## config.mk

```make
export PLATFORM = sky130hd
export DESIGN_NAME = cmsw_status
export DESIGN_NICKNAME = d
export VERILOG_FILES = /design/src/hdl/cmsw_status.v /design/src/hdl/cmsw_err_latch.v
export VERILOG_INCLUDE_DIRS = /design/src /design/src/hdl
export SDC_FILE = /design/constraint.sdc
export NUM_CORES = 1
export LEC_CHECK = 0
export ABC_CLOCK_PERIOD_IN_PS = 3200
export BUFFER_PORTS_ARGS = -buffer_cell sky130_fd_sc_hd__buf_4
export CAP_MARGIN = 25
export CORE_ASPECT_RATIO = 1.4
export CORE_UTILIZATION = 50
export CTS_BUF_LIST = sky130_fd_sc_hd__clkbuf_4
export CTS_CLUSTER_DIAMETER = 120
export DETAILED_ROUTE_END_ITERATION = 10
export PLACE_DENSITY = 0.78
export SETUP_SLACK_MARGIN = 0.4
export SYNTH_ARGS = -nofsm -noshare
export SYNTH_HDL_FRONTEND = slang
export SYNTH_SLANG_ARGS = --single-unit
```

## constraint.sdc

```tcl
create_clock -name clk -period 3.2 [get_ports clk]
set_clock_uncertainty 0.15 [all_clocks]
set_input_delay 0.8 -clock clk [delete_from_list [all_inputs] [get_ports clk]]
set_output_delay 0.8 -clock clk [all_outputs]
set_load 0.05 [all_outputs]
```

## src/hdl/cmsw_regs.vh

```
`ifndef CMSW_REGS_VH
`define CMSW_REGS_VH
// =====================================
// io point status word layout
`define CMSW_IO_IN_LSB      0
`define CMSW_IO_IN_W        12
`define CMSW_IO_OUT_LSB     15
`define CMSW_IO_OUT_W       4
`define CMSW_IO_FLT_LSB     24
`define CMSW_IO_FLT_W       4
// =====================================
// module health word layout
`define CMSW_MH_READY_BIT   0
`define CMSW_MH_FPWR_BIT    2
`define CMSW_MH_CERR_BIT    4
`define CMSW_MH_DESC_LSB    16
`define CMSW_MH_DESC_W      16
// =====================================
// error description fields
`define CMSW_ED_CODE_LSB    0
`define CMSW_ED_CODE_W      8
`define CMSW_ED_CNT_LSB     8
`define CMSW_ED_CNT_W       4
`define CMSW_ED_SRC_LSB     12
`define CMSW_ED_SRC_W       4
// =====================================
// reset values
`define CMSW_WORD_RST       32'h0000_0000
`define CMSW_DESC_RST       16'h0000
// =====================================
// failure indicator blink half period
`define CMSW_BLINK_NS       250000000
`define CMSW_CLK_NS         10
`define CMSW_BLINK_CYC      (`CMSW_BLINK_NS / `CMSW_CLK_NS)
`endif

```

## src/hdl/cmsw_status.v

```verilog
`timescale 1ns/1ps
`default_nettype none
`include "cmsw_regs.vh"
// =====================================
// Function
// (RQ1) fixed 32-bit io word, reserved zero
// (RQ2) low twelve bits sample inputs
// (RQ3) bits 15-18 show real output levels
// (RQ4) bits 24-27 flag output short faults
// (RQ5) health bit 0 set when ready
// (RQ6) ready clears unconfigured, absent, fatal
// (RQ7) health bit 2 shows field power
// (RQ8) health bit 4 flags command error
// (RQ9) bits 16-31 hold error description
// (RQ10) host writes clear-error to acknowledge
// (RQ11) keep first description until acknowledged
// (RQ12) fatal: no code, watchdog, blink indicator
// (RQ13) description: code, counter, source fields
// (RQ14) acknowledge clears flag and description
module cmsw_status #(
  parameter BLINK_CYC = `CMSW_BLINK_CYC
) (
  input  wire        clk,
  input  wire        rstn,
  input  wire        io_service,
  input  wire [11:0] ext_inputs,
  input  wire [3:0]  ext_outputs,
  input  wire [3:0]  output_short_circuit_fault,
  input  wire        configured,
  input  wire        present,
  input  wire        init_done,
  input  wire        fatal_mem_error,
  input  wire        field_power,
  input  wire        err_pulse,
  input  wire [7:0]  err_code,
  input  wire [3:0]  err_counter,
  input  wire [3:0]  err_source,
  input  wire        clear_error,
  output reg  [31:0] io_point_status_word,
  output reg  [31:0] module_health_word,
  output reg         failure_mode,
  output reg         watchdog_expired,
  output reg         status_led
);
  // =====================================
  // field positions
  localparam IN_LSB   = `CMSW_IO_IN_LSB;
  localparam IN_W     = `CMSW_IO_IN_W;
  localparam OUT_LSB  = `CMSW_IO_OUT_LSB;
  localparam OUT_W    = `CMSW_IO_OUT_W;
  localparam FLT_LSB  = `CMSW_IO_FLT_LSB;
  localparam FLT_W    = `CMSW_IO_FLT_W;
  localparam RDY_BIT  = `CMSW_MH_READY_BIT;
  localparam FPWR_BIT = `CMSW_MH_FPWR_BIT;
  localparam CERR_BIT = `CMSW_MH_CERR_BIT;
  localparam DESC_LSB = `CMSW_MH_DESC_LSB;
  localparam DESC_W   = `CMSW_MH_DESC_W;

  // =====================================
  // operating mode
  localparam [0:0] MODE_RUN  = 1'b0;
  localparam [0:0] MODE_FAIL = 1'b1;

  // =====================================
  // field placement
  // masks to the field width first, so a wide source cannot spill
  // into a neighbouring field or a reserved bit
  function [31:0] cmsw_place;
    input [31:0]  field;
    input integer lsb;
    input integer width;
    reg   [31:0]  mask;
    begin
      mask       = (32'h0000_0001 << width) - 32'h0000_0001;
      cmsw_place = (field & mask) << lsb;
    end
  endfunction

  // =====================================
  // error capture
  wire        cmd_err;
  wire [15:0] err_desc;
  reg         err_gated;

  // a fatal fault never logs a code, and a failed module logs nothing more
  always @* begin
    err_gated = err_pulse;
    if (fatal_mem_error || failure_mode) begin
      err_gated = 1'b0;                                              // RQ12
    end
  end

  // the latch keeps the first error until the host acknowledges it
  cmsw_err_latch u_err (
    .clk          (clk),
    .rstn         (rstn),
    .err_pulse    (err_gated),
    .err_code     (err_code),
    .err_counter  (err_counter),
    .err_source   (err_source),
    .clear_error  (clear_error),      // RQ10
    .cmd_err_reg  (cmd_err),
    .err_desc_reg (err_desc)
  );

  // =====================================
  // failure mode
  reg mode_next;

  // only a restart leaves failure mode; the host has no way out of it
  always @* begin
    mode_next = failure_mode;
    case (failure_mode)
      MODE_RUN: begin
        if (fatal_mem_error) begin
          mode_next = MODE_FAIL;                                     // RQ12
        end
      end
      MODE_FAIL: begin
        mode_next = MODE_FAIL;
      end
      default: begin
        mode_next = MODE_FAIL;
      end
    endcase
  end

  always @(posedge clk or negedge rstn) begin
    if (!rstn) begin
      failure_mode     <= MODE_RUN;
      watchdog_expired <= 1'b0;
    end else begin
      failure_mode <= mode_next;                                     // RQ12
      if (mode_next == MODE_FAIL) begin
        // a failed module stops servicing its watchdog
        watchdog_expired <= 1'b1;                                    // RQ12
      end
    end
  end

  // =====================================
  // indicator blink divider
  reg  [31:0] blink_cnt_reg;
  wire        blink_tick;

  // one-cycle enable at the end of each half period
  assign blink_tick = (mode_next == MODE_FAIL) && (blink_cnt_reg >= BLINK_CYC - 1);

  always @(posedge clk or negedge rstn) begin
    if (!rstn) begin
      blink_cnt_reg <= 32'h0000_0000;
    end else if (mode_next != MODE_FAIL || blink_tick) begin
      blink_cnt_reg <= 32'h0000_0000;
    end else begin
      blink_cnt_reg <= blink_cnt_reg + 32'h0000_0001;
    end
  end

  // =====================================
  // status indicator
  always @(posedge clk or negedge rstn) begin
    if (!rstn) begin
      status_led <= 1'b0;
    end else if (mode_next == MODE_FAIL) begin
      if (blink_tick) begin
        status_led <= ~status_led;                                   // RQ12
      end
    end else begin
      status_led <= configured & present & init_done;
    end
  end

  // =====================================
  // io word
  // inputs are synchronous to clk, so they are placed as they stand
  wire [31:0] io_in_field  = cmsw_place({20'h0_0000, ext_inputs}, IN_LSB, IN_W);                    // RQ2
  wire [31:0] io_out_field = cmsw_place({28'h000_0000, ext_outputs}, OUT_LSB, OUT_W);               // RQ3
  wire [31:0] io_flt_field = cmsw_place({28'h000_0000, output_short_circuit_fault}, FLT_LSB, FLT_W); // RQ4
  reg  [31:0] io_word_next;

  // reserved positions are never placed, so they read zero
  always @* begin
    io_word_next = io_in_field | io_out_field | io_flt_field;       // RQ1
  end

  // refreshed only on an io service: the host sees the levels of that moment
  always @(posedge clk or negedge rstn) begin
    if (!rstn) begin
      io_point_status_word <= `CMSW_WORD_RST;
    end else if (io_service) begin
      io_point_status_word <= io_word_next;                          // RQ2 RQ3 RQ4
    end
  end

  // =====================================
  // health word
  reg         ready;
  wire [31:0] mh_ready_field = cmsw_place({31'h0, ready}, RDY_BIT, 1);          // RQ5
  wire [31:0] mh_fpwr_field  = cmsw_place({31'h0, field_power}, FPWR_BIT, 1);   // RQ7
  wire [31:0] mh_cerr_field  = cmsw_place({31'h0, cmd_err}, CERR_BIT, 1);       // RQ8
  wire [31:0] mh_desc_field  = cmsw_place({16'h0000, err_desc}, DESC_LSB, DESC_W);   // RQ9
  reg  [31:0] health_word_next;

  // any missing condition or a fatal fault takes ready away
  always @* begin
    ready = 1'b0;
    if (configured && present && init_done && !fatal_mem_error && failure_mode == MODE_RUN) begin
      ready = 1'b1;                                                  // RQ5 RQ6
    end
  end

  always @* begin
    health_word_next = mh_ready_field | mh_fpwr_field | mh_cerr_field | mh_desc_field;
  end

  // rebuilt every cycle so ready and field power follow within one clock
  always @(posedge clk or negedge rstn) begin
    if (!rstn) begin
      module_health_word <= `CMSW_WORD_RST;
    end else begin
      module_health_word <= health_word_next;                        // RQ5 RQ7 RQ8 RQ9
    end
  end
endmodule
`default_nettype wire

```

## src/hdl/cmsw_err_latch.v

```verilog
`timescale 1ns/1ps
`default_nettype none
`include "cmsw_regs.vh"
// =====================================
// first-error capture, held until acknowledged
module cmsw_err_latch (
  input  wire        clk,
  input  wire        rstn,
  input  wire        err_pulse,
  input  wire [7:0]  err_code,
  input  wire [3:0]  err_counter,
  input  wire [3:0]  err_source,
  input  wire        clear_error,
  output reg         cmd_err_reg,
  output reg  [15:0] err_desc_reg
);
  always @(posedge clk or negedge rstn) begin
    if (!rstn) begin
      cmd_err_reg  <= 1'b0;
      err_desc_reg <= `CMSW_DESC_RST;
    end else if (err_pulse && (!cmd_err_reg || clear_error)) begin   // RQ11
      // logged and unacknowledged: later errors are ignored;
      // a new error in the acknowledge cycle still lands
      cmd_err_reg  <= 1'b1;                                  // RQ8
      err_desc_reg <= {err_source, err_counter, err_code};   // RQ9 RQ13
    end else if (clear_error) begin
      cmd_err_reg  <= 1'b0;                                  // RQ14
      err_desc_reg <= `CMSW_DESC_RST;                        // RQ14
    end
  end
endmodule
`default_nettype wire

```

======== After elaboration in Yosys (flattened, before gate mapping) ========
Index checks and enable logic that the tools add are counted.
storage, ports and cells
  memory bits (writable) .................. 0
  bits in registers ....................... 116
  bits in latches ......................... 0
  logic and storage cells ................. 44
  memories kept ........................... 0
  memory bits (read-only) ................. 0
  output and inout port bits .............. 67
  bits of input ports ..................... 46
cells by class
  div/mod/pow operators ................... 0
  multipliers ............................. 0
  reduce and logical (&&, ||, !) cells .... 12
  multiplexer cells ....................... 11
  bitwise gates (word level) .............. 10
  shift-type cells ........................ 0
  equal/unequal tests ..................... 1
  add/subtract/negate cells ............... 1
  magnitude comparators ................... 1
operators with widths
  cell                   count
  $add 32x1->32 const B  1
  $ge 32x25->1 const B   1
  $mux 16                2
  $mux 32                1
  $or 32x32->32          1
  $or 32x5->32           1
  $or 19x28->28          1
  $or 12x19->19          1
  $mux 1                 7
  $logic_and 1x1->1      6
  $logic_or 1x1->1       3
  $not 1->1              3
  $or 1x3->3             1
  $and 1x1->1            2
  $logic_not 1->1        2
  $ne 2x1->1 const B     1
  $pmux 1 s2             1
  $reduce_bool 2->1      1

======== Depth between registers and ports, before layout ========
  depth in word-level cells ............... 8
  gate-level depth with buffers ........... 8
  depth with buffers taken out ............ 6

======== By module ========
A second synthesis with hierarchy kept.
unflattened totals
  cell total of the unflattened synthesis .. 321
  area, all modules ....................... 3872.5 um^2
by module, submodules not included
  module          cells each  area each (um^2)  instances  seq. area each (um^2)
  cmsw_status     245         3001.6            1          1851.8
  cmsw_err_latch  76          870.8             1          425.4

======== Worst setup path after synthesis ========
No wires, ideal clock.
  kind .................................... input-to-reg
  from .................................... input port fatal_mem_error
  to ...................................... register status_led
  data arrival time ....................... 1774 ps
  required time ........................... 2928 ps
  cell stages on the path ................. 6
  setup slack ............................. 1155 ps
  library setup time ...................... 122 ps
  buffers on the path ..................... 1
  cells stage by stage .................... nor2_1 > a21o_1 > a211o_1 > a31o_1 > buf_6 > a32o_1
between the ends
  cells in the longest elaborated chain, start to end .. 4
  elaborated cells on any way between the ends .. 5
  those cells by class .................... eq/ne (1); mux (3); reduce/logical (1)
ends and longest elaborated chain
  what                    RTL line           source
  start: declaration      cmsw_status.v:32   input wire fatal_mem_error,
  $mux 1 *                cmsw_status.v:115  if (fatal_mem_error) begin
  $pmux 1 s2 *            cmsw_status.v:113  case (failure_mode)
  $logic_and 1x1->1       cmsw_status.v:147  assign blink_tick = (mode_next == MODE_FAIL) && (blink_cnt_reg >= BLINK_CYC - 1);
  $ne 2x1->1 (no line)    -
  end signal: assignment  cmsw_status.v:166  status_led <= ~status_led;
  end signal: assignment  cmsw_status.v:169  status_led <= configured & present & init_done;
  end: declaration        cmsw_status.v:43   output reg status_led
Mark *: on every way between the ends. The rest lies on a longest branch, timed or not.
A chain may end at the register's enable or synchronous reset.

======== Worst setup path after layout ========
  from .................................... register blink_cnt_reg[0]
  to ...................................... register blink_cnt_reg[8]
between the ends
  cells in the longest elaborated chain, start to end .. 4
  elaborated cells on any way between the ends .. 5
  those cells by class .................... add/sub (1); order compare (1); mux (1); reduce/logical (2)
ends and longest elaborated chain
  what                      RTL line           source
  start: declaration        cmsw_status.v:143  reg [31:0] blink_cnt_reg;
  start signal: assignment  cmsw_status.v:155  blink_cnt_reg <= blink_cnt_reg + 32'h0000_0001;
  $ge 32x25->1              cmsw_status.v:147
  $logic_and 1x1->1         cmsw_status.v:147
  $logic_or 1x1->1          cmsw_status.v:152  end else if (mode_next != MODE_FAIL || blink_tick) begin
  $mux 32 *                 cmsw_status.v:152
Marked as above.

==> flow_summary.json <==
{
  "cts_buffer_depth": 2,
  "swShare_pct": 27.28,
  "nFillCells": 570,
  "cp-end-kind": "flop",
  "wl_per_cell_microns": 12.95,
  "worstMarginPinSlew_ns": 0.6248,
  "final_util_pct": 64.28,
  "clock_sinks": 91,
  "grt_pass1_vias": 2420,
  "synthTopCellsByCount": "91 x dfrtp_1, 43 x nand2_1, 31 x nor2_1",
  "worst-path-buf-inv": 1,
  "async_flop_share_pct": 100.0,
  "netlist.area_leader.share_pct": 61.80,
  "maxCapViolCount": 0,
  "critical_path.max_stage_delay_ns": 0.41,
  "vdd_drop_max_mv": 0.3181,
  "setup-violations-final": 0,
  "synthDistinctLibCells": 34,
  "ys_top_cells_by_area": "dfrtp_1 62%, mux2_2 6.1%, buf_4 5.1%, nand2_1 4.4%, xor2_1 3.3%",
  "fmax_mhz": 421.3,
  "crit_slowest_cell": "dfrtp_1",
  "cp_common_cell": "nor2_1",
  "cts_made_buffers": 9,
  "clockPowerShare_pct": 31.2,
  "yosys.area.top_type": "dfrtp_1",
  "r2r_setup_slack_ns": 0.83,
  "cp.arrival_ns": 2.54,
  "syn_inst": 308,
  "clkTransAtPathRegs_ns": 0.12,
  "drive_gt1_share_pct": 31.54,
  "synth_ff_type": "dfrtp_1",
  "rr_worst_depth": 7,
  "p_seq_share_pct": 53.9,
  "cp-start-kind": "flop",
  "r2r-end": "blink_cnt_reg[8]$_DFF_PN0_",
  "p_comb_share_pct": 14.9,
  "routed_wl_microns": 6540,
  "rows": 36,
  "power.density_nw_per_um2": 492.7,
  "maxSlewHeadroom_pct": 58.23,
  "reg2reg_from": "blink_cnt_reg[0]$_DFF_PN0_",
  "synth.cell_area_sq_um": 3685,
  "timing.final.crit_share_pct": 74.17,
  "grt-ovfl-total": 0,
  "cp_num_cells": 7,
  "switching_power_uw": 607.0,
  "grt_max_degree": 57,
  "status": "complete, no violations",
  "synth_warnings": 0,
  "pin_count": 113,
  "ys_ff_latch": 91,
  "largest_reg_flops": 32,
  "nets": 452,
  "clockRootBuffer": "clkbuf_4",
  "die_area_sq_um": 7722,
  "crit_fanout": 17,
  "rsz0062_at_grt": "false",
  "critPathRequiredTime_ns": 3.37,
  "syn_avg_cell_area_sq_um": 11.96,
  "port_buffers": 87,
  "ant_nets": 0,
  "cell_internal_pwr_uw": 1618,
  "grt_pass1_wl_microns": 10840,
  "die_h_microns": 103.6,
  "cp_cell_sequence": "ha_1 -> nand3_2 -> nor2_1 -> a2bb2oi_1 -> a31o_1 -> buf_4 -> nor2_1",
  "start_util_pct": 52.44,
  "crit_type": "flop to flop",
  "die_width_microns": 74.56,
  "fin_tns_setup_ns": 0,
  "drt-initial-drc-count": 123,
  "yosysSeqAreaShare_pct": 61.80,
  "yosysMostFrequentCell": "dfrtp_1",
  "ctsResizeCount": 0,
  "drc": 0,
  "vias_per_cell": 4.855,
  "dr_total_vias": 2452,
  "hp-class": "input pin to asynchronous set/reset pin",
  "clkLatencyLatePin_ns": 0.44,
  "synth_edf_count": 0,
  "cts.repair_timing.setup_buffer_count": 0,
  "hold_viol_final": 0,
  "grt_usage_pct": 18.70,
  "dpl.hpwl_microns": 4624,
  "coreArea_sq_um": 7027,
  "antenna_found_initial": 1,
  "min_period_ns": 2.374,
  "htreeDepth": 3,
  "syn2layout_area_growth_pct": 22.58,
  "gp_congestion": 0.7798,
  "dr.pass1.iters": 4,
  "cts_tree": "built",
  "p_leak_uw": 0.002247,
  "cp_top_family": "compound AO/OA/AOI/OAI gates",
  "postCtsHoldBufs": 0,
  "drv_slew": 0
}
[routing by layer]
metal  up-vias  part of all wire [%]  track usage (%)
met5         -                     0                0
met4         0                   3.0            10.11
met3        12                   6.9            5.447
met2        89                    52            31.08
met1      1190                    38            20.89
li1       1161                     -                -
[power by group through the flow]
stage               Combinational, uW  Clock [uW]  Sequential, uW
finish                            331         695            1200
floorplan                         128           0            1330
CTS                               334         714            1200
detailed placement                334           0            1220
global route                      350         762            1200
global placement                  330           0            1220
[logic make-up after synthesis]
group,synth area share (%)
XOR/XNOR,5.467
buffers and inverters,7.165
flip-flops,61.80
multiplexers,6.112
adder cells (fa/ha/maj),0.3395
AND/OR/NAND/NOR,17.69
other,0.1018
AO/OA/AOI/OAI,1.324
[stage by stage]
step | setup slack [ns] | area [sq um] | total power [uW] | hold WS, ns | instances
floorplan | 1.155 | 3801 | 1454 | 0.2038 | 339
finish | 0.8264 | 4517 | 2225 | 0.1551 | 505
global placement | 0.8005 | 4355 | 1551 | 0.2153 | 489
global route | 0.6694 | 4517 | 2316 | 0.1606 | 505
CTS | 0.8132 | 4514 | 2248 | 0.1322 | 504
detailed placement | 0.7695 | 4355 | 1556 | 0.2153 | 489
[area by class of cell]
cell class              instances  area (sq um)  area share [%]
diodes                          1         2.502         0.05540
flip-flops and latches         91          2277           50.42
clock buffers                  11         82.58           1.828
inverters                       5         18.77          0.4155
clock inverters                 4         76.32           1.690
well taps                      95         118.9           2.632
multi-input cells             209          1260           27.89
repair buffers                 89         680.7           15.07
[worst max-delay path by stage]
stage                                        to                  startpoint
finish               blink_cnt_reg[8]$_DFF_PN0_  blink_cnt_reg[0]$_DFF_PN0_
global route         blink_cnt_reg[8]$_DFF_PN0_  blink_cnt_reg[0]$_DFF_PN0_
CTS                  blink_cnt_reg[8]$_DFF_PN0_  blink_cnt_reg[0]$_DFF_PN0_
detailed placement   blink_cnt_reg[8]$_DFF_PN0_             fatal_mem_error
global placement    blink_cnt_reg[16]$_DFF_PN0_             fatal_mem_error
floorplan                status_led$_DFFE_PN0P_             fatal_mem_error
[layout by cell type (no fill, tap or decap), types with 2 or more instances in the layout]
cell type,count
dfrtp_1,91
and3_1,2
nand2_1,43
mux2_2,20
bufinv_16,2
clkbuf_4,11
inv_1,5
nor2_1,31
nand3b_1,16
nand3_1,12
nor3_1,5
nor4_4,2
or3_1,2
conb_1,32
xor2_1,14
xnor2_1,9
buf_4,88
nand4_1,6
No activity file was read; power rests on OpenSTA's default activity.
